==> src/verilog/sfw_pkg.sv <==
// Behaviour
// - Frame sync direction 1 takes the sync pulse from outside; 0 drives it.
// - Frame polarity 1 makes sync and select active high, 0 active low.
// - Master select drive asserts the select pin during each master transfer when framing is off.
// - Pulse width 1 gives a one-word sync pulse, 0 one serial clock.
// - Frame word count gives one sync per 1, 2, 4, 8, 16 or 32 words.
// - Audio enable is writable only while the module is off.
// - Mono select is writable only while off and acts only in audio mode.
// - Underrun pattern enable matters only while ignore-underrun is set.
// - Audio format writable only while off; non-PCM formats force word pulse.
// - Word length code n gives n+1 bits; zero uses the fixed size.
// - Variable word length applies only with audio disabled.
// - FIFO depth follows the fixed size selection only.
// - Frame error flag set by hardware, held until software clears it.
// - Activity flag shows any transaction in progress, hardware only.
// - Underrun flag set when no data at word start, cleared when off.
// - With ignore-underrun the underrun flag is live and never halts.
// - Shifter idle flag is 1 only when buffer and shifter hold no data.
// - Overflow flag set when a word completes while receive buffer is full.
// - Receive empty flag means receive element count is zero.
// - Receive full flag means receive buffer holds its capacity.
// - Transmit empty flag means transmit element count is zero.
// - Transmit full flag means transmit buffer holds its capacity.
// - Audio mode forces framing, sync by role and count 001.
// - Without ignore-underrun an underrun stops serial operation.
`default_nettype none
package sfw_pkg;
  localparam logic [3:0] REG_CTL_LO  = 4'h0;
  localparam logic [3:0] REG_CTL_HI  = 4'h1;
  localparam logic [3:0] REG_WLEN    = 4'h2;
  localparam logic [3:0] REG_STAT_LO = 4'h3;
  localparam logic [3:0] REG_STAT_HI = 4'h4;
  localparam logic [3:0] REG_DATA_LO = 4'h5;
  localparam logic [3:0] REG_DATA_HI = 4'h6;
  localparam logic [3:0] REG_URD_PAT = 4'h7;

  localparam int CL_ON      = 15;
  localparam int CL_MODE32  = 11;
  localparam int CL_MODE16  = 10;
  localparam int CL_MASTER  = 5;
  localparam int CL_ENHBUF  = 0;
  localparam logic [15:0] CL_MASK = 16'h8C21;

  localparam int CH_AUDIO_EN = 15;
  localparam int CH_IGN_UDR  = 12;
  localparam int CH_MONO     = 11;
  localparam int CH_UDR_PAT  = 10;
  localparam int CH_FMT_LO   = 8;
  localparam int CH_FRM_EN   = 7;
  localparam int CH_SYNC_DIR = 6;
  localparam int CH_POL      = 5;
  localparam int CH_SEL_DRV  = 4;
  localparam int CH_PULSE_W  = 3;
  localparam int CH_CNT_LO   = 0;

  localparam int ST_FRM_ERR = 12;
  localparam int ST_BUSY    = 11;
  localparam int ST_UDR     = 8;
  localparam int ST_IDLE    = 7;
  localparam int ST_OVF     = 6;
  localparam int ST_RBE     = 5;
  localparam int ST_TBE     = 3;
  localparam int ST_TBF     = 1;
  localparam int ST_RBF     = 0;
  localparam int ST_RX_CNT  = 8;

  localparam logic [1:0] FMT_PCM   = 2'h3;
  localparam logic [2:0] CNT_AUDIO = 3'h1;

  localparam logic [5:0] LEN_8  = 6'h08;
  localparam logic [5:0] LEN_16 = 6'h10;
  localparam logic [5:0] LEN_24 = 6'h18;
  localparam logic [5:0] LEN_32 = 6'h20;

  localparam logic [5:0] DEPTH_W32 = 6'h08;
  localparam logic [5:0] DEPTH_W16 = 6'h10;
  localparam logic [5:0] DEPTH_W8  = 6'h20;
  localparam logic [5:0] CAP_STD   = 6'h01;
  localparam int         MEM_WORDS = 32;

  localparam int SCK_HALF_CYCLES = 4;
endpackage
`default_nettype wire

==> src/verilog/sfw_core.sv <==
`default_nettype none
module sfw_core #(
  parameter int SCK_HALF = sfw_pkg::SCK_HALF_CYCLES
) (
  input  wire logic        clk_i,
  input  wire logic        rst_n_i,
  input  wire logic [3:0]  addr_i,
  input  wire logic [15:0] wdata_i,
  input  wire logic        wr_i,
  input  wire logic        rd_i,
  output logic      [15:0] rdata_o,
  input  wire logic        sck_i,
  output logic             sck_o,
  output logic             sck_oe_o,
  input  wire logic        sdi_i,
  output logic             sdo_o,
  output logic             sdo_oe_o,
  input  wire logic        fs_i,
  output logic             fs_o,
  output logic             fs_oe_o
);
  if (SCK_HALF < 1 || SCK_HALF > 256) begin : g_chk
    $error("SCK_HALF must lie in 1..256");
  end

  typedef struct packed {
    logic [15:0]       ctl_lo;
    logic [15:0]       ctl_hi;
    logic [4:0]        wlen;
    logic [15:0]       urd_pat;
    logic [15:0]       stage_hi;
    logic [31:0][31:0] tx_mem;
    logic [31:0][31:0] rx_mem;
    logic [4:0]        tx_rp;
    logic [4:0]        tx_wp;
    logic [4:0]        rx_rp;
    logic [4:0]        rx_wp;
    logic [5:0]        tx_cnt;
    logic [5:0]        rx_cnt;
    logic [31:0]       tx_sh;
    logic [31:0]       rx_sh;
    logic [31:0]       last_tx;
    logic [31:0]       last_rx;
    logic              sh_full;
    logic              in_word;
    logic              tail;
    logic [5:0]        bit_cnt;
    logic [5:0]        word_idx;
    logic [7:0]        div;
    logic              sck;
    logic [1:0]        sck_sync;
    logic [1:0]        sdi_sync;
    logic [1:0]        fs_sync;
    logic              sck_prev;
    logic              fs_prev;
    logic              frm_err;
    logic              ovf;
    logic              udr;
    logic [15:0]       rdata;
  } sfw_state_t;

  sfw_state_t s;
  sfw_state_t n;

  function automatic logic [5:0] word_len(input logic aud, input logic m32,
                                          input logic m16,
                                          input logic [4:0] wl);
    if (aud) begin
      word_len = m32 ? (m16 ? sfw_pkg::LEN_24 : sfw_pkg::LEN_32)
                     : sfw_pkg::LEN_16;
    end else if (wl != 5'h00) begin
      word_len = {1'b0, wl} + 6'h01;
    end else begin
      word_len = m32 ? sfw_pkg::LEN_32
               : (m16 ? sfw_pkg::LEN_16 : sfw_pkg::LEN_8);
    end
  endfunction

  function automatic logic [5:0] fifo_depth(input logic m32, input logic m16);
    fifo_depth = m32 ? sfw_pkg::DEPTH_W32
               : (m16 ? sfw_pkg::DEPTH_W16 : sfw_pkg::DEPTH_W8);
  endfunction

  function automatic logic [4:0] frame_mask(input logic [2:0] code);
    case (code)
      3'h0:    frame_mask = 5'h00;
      3'h1:    frame_mask = 5'h01;
      3'h2:    frame_mask = 5'h03;
      3'h3:    frame_mask = 5'h07;
      3'h4:    frame_mask = 5'h0F;
      default: frame_mask = 5'h1F;
    endcase
  endfunction

  logic        on;
  logic        master;
  logic        aud;
  logic        ign;
  logic        framed;
  logic        sync_in;
  logic        pol;
  logic        pulse_word;
  logic [2:0]  fcnt;
  logic [4:0]  fmask;
  logic [5:0]  len;
  logic [5:0]  cap;
  logic [31:0] len_mask;
  logic [31:0] rx_word;
  logic        fs_edge;
  logic        rise;
  logic        fall;
  logic        div_hit;
  logic        repeat_word;
  logic        data_avail;
  logic        halted;
  logic        first_trig;
  logic        start;
  logic        go;
  logic        tx_push;
  logic        tx_pop;
  logic        rx_push;
  logic        rx_pop;
  logic        shifter_idle;
  logic        fs_assert;
  logic [15:0] stat_lo;

  always_comb begin
    n = s;
    n.rdata = 16'h0000;
    rx_word = 32'h00000000;
    n.sck_sync = {s.sck_sync[0], sck_i};
    n.sdi_sync = {s.sdi_sync[0], sdi_i};
    n.fs_sync = {s.fs_sync[0], fs_i};
    n.sck_prev = s.sck_sync[1];
    n.fs_prev = s.fs_sync[1];

    on = s.ctl_lo[sfw_pkg::CL_ON];
    master = s.ctl_lo[sfw_pkg::CL_MASTER];
    aud = s.ctl_hi[sfw_pkg::CH_AUDIO_EN];
    ign = s.ctl_hi[sfw_pkg::CH_IGN_UDR];
    framed = s.ctl_hi[sfw_pkg::CH_FRM_EN] | aud;
    sync_in = aud ? ~master : s.ctl_hi[sfw_pkg::CH_SYNC_DIR];
    pol = s.ctl_hi[sfw_pkg::CH_POL];
    fcnt = aud ? sfw_pkg::CNT_AUDIO
               : s.ctl_hi[sfw_pkg::CH_CNT_LO +: 3];
    fmask = framed ? frame_mask(fcnt) : 5'h00;
    pulse_word = s.ctl_hi[sfw_pkg::CH_PULSE_W]
               | (aud & (s.ctl_hi[sfw_pkg::CH_FMT_LO +: 2]
                         != sfw_pkg::FMT_PCM));
    len = word_len(aud, s.ctl_lo[sfw_pkg::CL_MODE32],
                   s.ctl_lo[sfw_pkg::CL_MODE16], s.wlen);
    cap = s.ctl_lo[sfw_pkg::CL_ENHBUF]
        ? fifo_depth(s.ctl_lo[sfw_pkg::CL_MODE32],
                     s.ctl_lo[sfw_pkg::CL_MODE16])
        : sfw_pkg::CAP_STD;
    len_mask = ~(32'hFFFFFFFF << len);

    // Polarity applied before edge finding, so either level works
    fs_edge = ((s.fs_sync[1] == pol) & (s.fs_prev != pol));
    div_hit = master & s.in_word & (s.div == 8'(SCK_HALF - 1));
    if (master) begin
      rise = div_hit & ~s.sck;
      fall = div_hit & s.sck;
    end else begin
      rise = s.sck_sync[1] & ~s.sck_prev;
      fall = ~s.sck_sync[1] & s.sck_prev;
    end

    repeat_word = aud & s.ctl_hi[sfw_pkg::CH_MONO] & s.word_idx[0];
    data_avail = s.sh_full | repeat_word;
    halted = ~ign & s.udr;
    if (framed & sync_in & (s.word_idx == 6'h00)) begin
      first_trig = fs_edge;
    end else begin
      first_trig = master ? data_avail : rise;
    end
    start = on & ~s.in_word & ~halted
          & ((master & (s.word_idx != 6'h00)) | first_trig);
    go = start & (data_avail | ign);

    tx_push = 1'b0;
    tx_pop = 1'b0;
    rx_push = 1'b0;
    rx_pop = 1'b0;
    shifter_idle = (s.tx_cnt == 6'h00) & ~s.sh_full;

    stat_lo = 16'h0000;
    stat_lo[sfw_pkg::ST_FRM_ERR] = s.frm_err;
    stat_lo[sfw_pkg::ST_BUSY] = s.in_word | ~shifter_idle;
    stat_lo[sfw_pkg::ST_UDR] = s.udr;
    stat_lo[sfw_pkg::ST_IDLE] = shifter_idle;
    stat_lo[sfw_pkg::ST_OVF] = s.ovf;
    stat_lo[sfw_pkg::ST_RBE] = (s.rx_cnt == 6'h00);
    stat_lo[sfw_pkg::ST_TBE] = (s.tx_cnt == 6'h00);
    stat_lo[sfw_pkg::ST_TBF] = (s.tx_cnt == cap);
    stat_lo[sfw_pkg::ST_RBF] = (s.rx_cnt == cap);

    if (wr_i) begin
      case (addr_i)
        sfw_pkg::REG_CTL_LO: begin
          n.ctl_lo = wdata_i & sfw_pkg::CL_MASK;
        end
        sfw_pkg::REG_CTL_HI: begin
          n.ctl_hi = wdata_i;
          if (on) begin
            n.ctl_hi[sfw_pkg::CH_AUDIO_EN] =
              s.ctl_hi[sfw_pkg::CH_AUDIO_EN];
            n.ctl_hi[sfw_pkg::CH_MONO] = s.ctl_hi[sfw_pkg::CH_MONO];
            n.ctl_hi[sfw_pkg::CH_FMT_LO +: 2] =
              s.ctl_hi[sfw_pkg::CH_FMT_LO +: 2];
          end
        end
        sfw_pkg::REG_WLEN: begin
          n.wlen = wdata_i[4:0];
        end
        sfw_pkg::REG_STAT_LO: begin
          if (!wdata_i[sfw_pkg::ST_FRM_ERR]) begin
            n.frm_err = 1'b0;
          end
          if (!wdata_i[sfw_pkg::ST_OVF]) begin
            n.ovf = 1'b0;
          end
        end
        sfw_pkg::REG_DATA_HI: begin
          n.stage_hi = wdata_i;
        end
        sfw_pkg::REG_DATA_LO: begin
          // Full buffer drops the write rather than stalling the bus
          if (on && s.tx_cnt != cap) begin
            tx_push = 1'b1;
            n.tx_mem[s.tx_wp] = {s.stage_hi, wdata_i};
            n.tx_wp = s.tx_wp + 5'h01;
          end
        end
        sfw_pkg::REG_URD_PAT: begin
          n.urd_pat = wdata_i;
        end
        default: begin
        end
      endcase
    end

    if (rd_i) begin
      case (addr_i)
        sfw_pkg::REG_CTL_LO:  n.rdata = s.ctl_lo;
        sfw_pkg::REG_CTL_HI:  n.rdata = s.ctl_hi;
        sfw_pkg::REG_WLEN:    n.rdata = {11'h000, s.wlen};
        sfw_pkg::REG_STAT_LO: n.rdata = stat_lo;
        sfw_pkg::REG_STAT_HI: n.rdata = {2'h0, s.rx_cnt, 2'h0, s.tx_cnt};
        sfw_pkg::REG_DATA_LO: begin
          n.rdata = s.rx_mem[s.rx_rp][15:0];
          if (s.rx_cnt != 6'h00) begin
            rx_pop = 1'b1;
            n.rx_rp = s.rx_rp + 5'h01;
          end
        end
        sfw_pkg::REG_DATA_HI: n.rdata = s.rx_mem[s.rx_rp][31:16];
        sfw_pkg::REG_URD_PAT: n.rdata = s.urd_pat;
        default:              n.rdata = 16'h0000;
      endcase
    end

    if (s.in_word) begin
      n.div = div_hit ? 8'h00 : s.div + 8'h01;
      n.sck = s.sck ^ div_hit;
    end else begin
      n.div = 8'h00;
      n.sck = 1'b0;
    end

    if (start) begin
      if (!data_avail) begin
        n.udr = 1'b1;
        n.tx_sh = (s.ctl_hi[sfw_pkg::CH_UDR_PAT]
                   ? {16'h0000, s.urd_pat} : s.last_rx)
                  << (6'h20 - len);
      end else begin
        if (ign) begin
          n.udr = 1'b0;
        end
        if (repeat_word) begin
          n.tx_sh = s.last_tx;
        end
      end
      if (go) begin
        n.in_word = 1'b1;
        n.sh_full = 1'b1;
      end
    end else if (on && !s.in_word && !s.sh_full && s.tx_cnt != 6'h00
                 && !repeat_word) begin
      tx_pop = 1'b1;
      n.tx_sh = s.tx_mem[s.tx_rp] << (6'h20 - len);
      n.last_tx = s.tx_mem[s.tx_rp] << (6'h20 - len);
      n.sh_full = 1'b1;
      n.tx_rp = s.tx_rp + 5'h01;
    end

    if ((s.in_word | go) & rise) begin
      n.rx_sh = {s.rx_sh[30:0], s.sdi_sync[1]};
      if (s.bit_cnt == len - 6'h01) begin
        n.tail = 1'b1;
        n.bit_cnt = 6'h00;
        rx_word = {s.rx_sh[30:0], s.sdi_sync[1]} & len_mask;
        n.last_rx = rx_word;
        if (s.rx_cnt == cap && !rx_pop) begin
          n.ovf = 1'b1;
        end else begin
          rx_push = 1'b1;
          n.rx_mem[s.rx_wp] = rx_word;
          n.rx_wp = s.rx_wp + 5'h01;
        end
      end else begin
        n.bit_cnt = s.bit_cnt + 6'h01;
      end
    end

    if (s.in_word && fall) begin
      if (s.tail) begin
        n.in_word = 1'b0;
        n.tail = 1'b0;
        n.sh_full = 1'b0;
        n.word_idx = (s.word_idx[4:0] == fmask) ? 6'h00
                   : s.word_idx + 6'h01;
      end else begin
        n.tx_sh = {s.tx_sh[30:0], 1'b0};
      end
    end

    // A sync edge inside a frame or word marks a misaligned frame
    if (on && framed && sync_in && fs_edge
        && (s.in_word || s.word_idx != 6'h00)) begin
      n.frm_err = 1'b1;
    end

    n.tx_cnt = s.tx_cnt + {5'h00, tx_push} - {5'h00, tx_pop};
    n.rx_cnt = s.rx_cnt + {5'h00, rx_push} - {5'h00, rx_pop};

    if (!on) begin
      n.tx_rp = 5'h00;
      n.tx_wp = 5'h00;
      n.rx_rp = 5'h00;
      n.rx_wp = 5'h00;
      n.tx_cnt = 6'h00;
      n.rx_cnt = 6'h00;
      n.sh_full = 1'b0;
      n.in_word = 1'b0;
      n.tail = 1'b0;
      n.bit_cnt = 6'h00;
      n.word_idx = 6'h00;
      // Park the clock at once so no stray edge follows switch-off
      n.sck = 1'b0;
      n.div = 8'h00;
      n.udr = 1'b0;
      n.frm_err = 1'b0;
      n.ovf = 1'b0;
    end
  end

  always_ff @(posedge clk_i or negedge rst_n_i) begin
    if (!rst_n_i) begin
      s <= '0;
    end else begin
      s <= n;
    end
  end

  always_comb begin
    fs_assert = 1'b0;
    fs_oe_o = 1'b0;
    if (s.ctl_lo[sfw_pkg::CL_ON] && framed && !sync_in) begin
      fs_oe_o = 1'b1;
      fs_assert = s.in_word & (s.word_idx == 6'h00) & ~s.tail
                & (pulse_word | (s.bit_cnt == 6'h00));
    end else if (s.ctl_lo[sfw_pkg::CL_ON] && !framed && master
                 && s.ctl_hi[sfw_pkg::CH_SEL_DRV]) begin
      fs_oe_o = 1'b1;
      fs_assert = s.in_word;
    end
    fs_o = fs_oe_o & (fs_assert ? pol : ~pol);
  end

  assign rdata_o = s.rdata;
  assign sck_o = s.sck;
  assign sck_oe_o = s.ctl_lo[sfw_pkg::CL_ON] & s.ctl_lo[sfw_pkg::CL_MASTER];
  assign sdo_o = s.tx_sh[31];
  assign sdo_oe_o = s.ctl_lo[sfw_pkg::CL_ON];
endmodule // sfw_core
`default_nettype wire

==> config.mk <==
export PLATFORM = sky130hd
export DESIGN_NAME = sfw_core
export DESIGN_NICKNAME = d
export VERILOG_FILES = /design/src/verilog/sfw_pkg.sv /design/src/verilog/sfw_core.sv
export SDC_FILE = /design/constraint.sdc
export NUM_CORES = 2
export LEC_CHECK = 0
export BUFFER_PORTS_ARGS = -buffer_cell sky130_fd_sc_hd__buf_4
export CAP_MARGIN = 15
export CORE_ASPECT_RATIO = 1.25
export CORE_MARGIN = 3
export CORE_UTILIZATION = 55
export DETAILED_ROUTE_END_ITERATION = 8
export GPL_TIMING_DRIVEN = 0
export PLACE_DENSITY = 0.72
export SETUP_SLACK_MARGIN = 0.02
export SLEW_MARGIN = 20
export SYNTH_ARGS = -nofsm -noshare
export SYNTH_HDL_FRONTEND = slang
export SYNTH_SLANG_ARGS = --single-unit
==> constraint.sdc <==
create_clock -name clk_i -period 11.7 [get_ports clk_i]
set_input_delay 3.51 -clock clk_i [delete_from_list [all_inputs] [get_ports clk_i]]
set_output_delay 3.51 -clock clk_i [all_outputs]
set_load 0.01 [all_outputs]
## Yosys cells after proc, flatten, opt, wreduce, memory -nomap -nowiden

Index checks and enable logic that the tools add are counted.

| word-level totals | value |
|---|---|
| register bits after elaboration | 2316 |
| latch bits | 0 |
| bits in writable memories | 0 |
| bits in read-only memories | 0 |
| input bits | 27 |
| output and inout port bits | 22 |
| memories | 0 |

| operators by class | value |
|---|---|
| $add $sub $neg | 14 |
| multiply operators | 0 |
| divide/modulo/power cells | 0 |
| $lt $le $gt $ge | 6 |
| equality and inequality tests | 37 |
| shift operators | 3 |
| multiplexer cells | 91 |
| bitwise gates (word level) | 50 |
| reductions and logical operators | 51 |

Operators by type and width:

| operator | count |
|---|---|
| 1024-bit bitwise mux | 2 |
| 32-bit 2-to-1 mux | 12 |
| 32-bit binary-select mux with 5-bit select | 2 |
| 32-bit demux with 5-bit select | 2 |
| 16-bit one-hot mux with 8 select lines | 1 |
| 6-bit 2-to-1 mux | 12 |
| 5-bit 2-to-1 mux | 13 |
| 32-bit by 6-bit << shifter with 32-bit output | 2 |
| 1-bit 2-to-1 mux | 34 |
| 32-bit AND | 1 |
| 32-bit inverter | 1 |
| 32-bit by 6-bit << shifter with 32-bit output (first input constant) | 1 |
| 1-bit AND | 25 |
| 5-bit one-hot mux with 5 select lines | 1 |
| 6-bit logical NOT | 4 |
| 5-bit by 6-bit < comparator with 1-bit output (second input constant) | 4 |
| 24-bit 2-to-1 mux | 1 |
| 3-bit AND reduction | 7 |
| 5-bit by 1-bit adder with 5-bit output (second input constant) | 4 |
| 2-bit AND reduction | 10 |
| 6-bit == test | 3 |
| 6-bit nonzero test | 3 |
| 1-bit logical AND | 17 |
| 4-bit by 3-bit == test with 1-bit output (second input constant) | 4 |
| 37 further kinds | 86 |

## Depth between registers and ports, before layout

| logic depth | value |
|---|---|
| depth after elaboration | 15 |
| depth in mapped cells | 27 |
| depth with buffers taken out | 22 |

## Least setup slack after synthesis

Ideal clock, no wire load.

| timing | value |
|---|---|
| path kind | in2reg |
| from | input addr_i[1] |
| to | register s[183] (netlist name) |
| library setup time | 120 ps |
| data arrival time | 6711 ps |
| slack | 4869 ps |
| stages on the path | 20 |
| path buffers | 4 |
| cell sequence | clkbuf_1 nand2b_1 nor2_1 nand3_1 nand2_1 and3_1 buf_2 buf_6 buf_6 inv_1 ha_1 inv_1 ha_1 inv_1 fa_1 inv_1 a21oi_1 nor2_1 or3_1 and3_1 |

RTL lines:

| what | line | source |
|---|---|---|
| start: declaration | sfw_core.sv:7 | `input wire logic [3:0] addr_i,` |
| end signal: assignment | sfw_core.sv:363 | `s <= n;` |
| end: declaration | sfw_core.sv:62 | `sfw_state_t s;` |

## Worst setup path after layout

| timing | value |
|---|---|
| from | input addr_i[0] |
| to | register s[1506] (netlist name) |

| between the ends | value |
|---|---|
| cells in the longest elaborated chain, start to end | 2 |

Ends and longest elaborated chain:

| what | line | source |
|---|---|---|
| 4-bit by 3-bit == test with 1-bit output | sfw_core.sv:199 | `case (addr_i)` |
| 3-bit AND reduction (no line) | -- |  |

Every way passes these cells.
A chain may end at the register's enable or synchronous reset.

==> impl_metrics.env <==
export IMPL_crit_path_max_incr_delay_ps=970
export IMPL_tightest_slew_ps=1320
export IMPL_viasPerCell=6.64
export IMPL_layout_commonest_cell="dfrtp_1"
export IMPL_drt_iter0_markers=7174
export IMPL_fin_tns_setup_ps=0
export IMPL_area_growth_pct=11.3
export IMPL_p_leak_nw=57.0
export IMPL_path_delay_family="simple AND/OR/NAND/NOR gates"
export IMPL_post_cts_setup_buffers=0
export IMPL_h_tree_depth=4
export IMPL_dr_pass1_iters=7
export IMPL_root_buffer="clkbuf_16"
export IMPL_drc=0
export IMPL_ys_ff_latch=2316
export IMPL_cts_sinks=2316
export IMPL_start_util_pct=55.4
export IMPL_path_cells="clkbuf_1, nand2b_1, nor2_1, o311a_1, and2_1, nand2_1, nor2_1, clkbuf_1, mux2_2"
export IMPL_ir_drop_mv=0.188
export IMPL_slew_violations=0
export IMPL_synth_edf_count=0
export IMPL_critPathBufInv=2
export IMPL_layoutNonFillerInstCount=10885
export IMPL_rows=182
export IMPL_die_y_microns=504
export IMPL_drtAntennaViolNets=0
export IMPL_yosysSeqAreaShare_pct=53.1
export IMPL_syn_area_per_cell_sq_um=14.0
export IMPL_rsz0062_at_grt="false"
export IMPL_crit_arrival_ps=8380
export IMPL_clockBufferDepth=3
export IMPL_die_x_microns=404
export IMPL_tritoncts="done"
export IMPL_core_area_sq_mm=0.197
export IMPL_nFillCells=14953
export IMPL_clock_fmax_mhz=132
export IMPL_grt_pass1_vias=75549
export IMPL_syn_nets=7882
export IMPL_die_area_sq_mm=0.204
export IMPL_layout_common_cells="dfrtp_1 (2316), mux2_2 (1924), mux4_2 (518)"
export IMPL_ys_async_sr_fraction_pct=100
export IMPL_placed_cells=10468
export IMPL_slew_headroom_pct=12.2
export IMPL_fin_util_pct=61.7
export IMPL_crit_type="primary input to flop"
export IMPL_grt_pass1_wl_microns=533000
export IMPL_grt_max_degree=165
export IMPL_clock_skew_ps=72.4
export IMPL_hold_viol=0
export IMPL_drt_wirelength_per_cell_microns=34.1
export IMPL_required_ps=12480
export IMPL_place_gp_congestion=1.00
export IMPL_nNetsFinal=8186
export IMPL_power_density_mw_per_mm2=160
export IMPL_cp_end_kind="flop"
export IMPL_wirelength_microns=371000
export IMPL_cts_hold_buf=0
export IMPL_setup_viol=0
export IMPL_dr_total_vias=72289
export IMPL_clk_pin_slew_ps=60
export IMPL_synth_warnings=0
export IMPL_cap_violations=0
export IMPL_status="finished, final reports clean"
export IMPL_finalCritPeriodShare_pct=64.9
export IMPL_clk_latency_ps=910
export IMPL_postCtsResizedCells=0
export IMPL_grt_use_total_pct=36.5
export IMPL_holdCritPathClass="flop to flop"
export IMPL_cp_slowest_cell="clkbuf_1"
export IMPL_antenna_found_initial=23
export IMPL_synth_cell_types=86
export IMPL_dpl_hpwl_microns=273000
export IMPL_io_pins=49
export IMPL_synthCells=7813
export IMPL_synth_area_sq_mm=0.109
export IMPL_grt_overflow=0
export IMPL_crit_fanout=10
export IMPL_fin_crit_ps=7600
export IMPL_synth_main_ff_cell="dfrtp_1"
export IMPL_crit_path_start_kind="primary input"
export IMPL_layout_drive_gt1_share_pct=37.8
export IMPL_portBuffers=44
export IMPL_numCtsBuffers=220
==> logic make-up after synthesis <==
group	share of synthesized area, %
fa+ha+maj	0.495
buf+inv	2.93
compound gates	4.95
flops	53.1
simple gates	4.33
mux	33.8
xor+xnor	0.366
==> sequential cells by signal (all words and copies together) (netlist names) <==
signal and cells:
s 2288, rdata_o 16, n 5, aud 1, ign 1, master 1
pol 1, sck_o 1, sdo_o 1, sdo_oe_o 1
==> per-stage QoR <==
stage	cell area [sq um]	power (mW)	setup WS, ps	hold slack [ps]
floorplan	109000	10.4	4870	331
global placement	113000	11.8	-20650	334
detailed placement	114000	11.9	3440	345
CTS	121000	19.4	4390	356
global route	121000	19.9	4190	367
finish	122000	19.4	4100	353
==> cell usage after synthesis (26+ instances only) <==
cell type  count  area [sq um]
mux2i_1      186          1860
nor3_1        26           130
mux4_2       518         11700
inv_1         52           195
buf_2         96           480
clkbuf_1     518          1940
o211ai_1      73           548
nand2_1      493          1850
mux2_2      1924         21700
buf_1         81           304
a221oi_1      81           709
ha_1          40           500
mux2_1       155          1750
and2_1        38           238
a21oi_1       72           360
nand3_1      144           721
o21ai_0      339          1700
nor2_1       145           544
xnor2_1       31           272
and3_1        44           275
dfrtp_1     2316         58000
==> power by group <==
| part | total [mW] | internal, mW | switching, mW |
|---|---|---|---|
| Sequential | 8.34 | 8.17 | 0.172 |
| Combinational | 3.48 | 1.02 | 2.47 |
| Clock | 7.59 | 4.36 | 3.23 |
==> final timing paths <==
path	slack (ps)	start	depth (start not counted)	to
max in group asynchronous	4940	rst_n_i	7	s[1954]$_DFFE_PN0P_
max	4100	addr_i[0]	9	s[1506]$_DFFE_PN0P_
min in group asynchronous	2520	rst_n_i	1	s[502]$_DFFE_PN0P_
min reg2reg	350	n[22]$_DFF_PN0_	0	n[19]$_DFF_PN0_
max reg2reg	4530	s[2292]$_DFFE_PN0P_	17	s[172]$_DFF_PN0_
min	350	n[22]$_DFF_PN0_	0	n[19]$_DFF_PN0_
==> final cells by class <==
class                      count  area [sq um]  area share, %
buffer                       723          3100           2.55
timing repair buffer          82          1240           1.02
clock inverter                74          1170          0.962
clock buffer                 328          6500           5.35
multi-input combinational   4717         48100           39.6
sequential                  2316         58000           47.7
antenna                       12          30.0         0.0247
tap                         2576          3220           2.65
inverter                      57           214          0.176
==> metal layers <==
metal  part of all wire (%)  track usage, %
met5                  0.022               0
met4                     10            30.4
met3                    6.9            7.62
met2                     48            58.6
met1                     35            42.1
(Power assumes the default switching activity.)
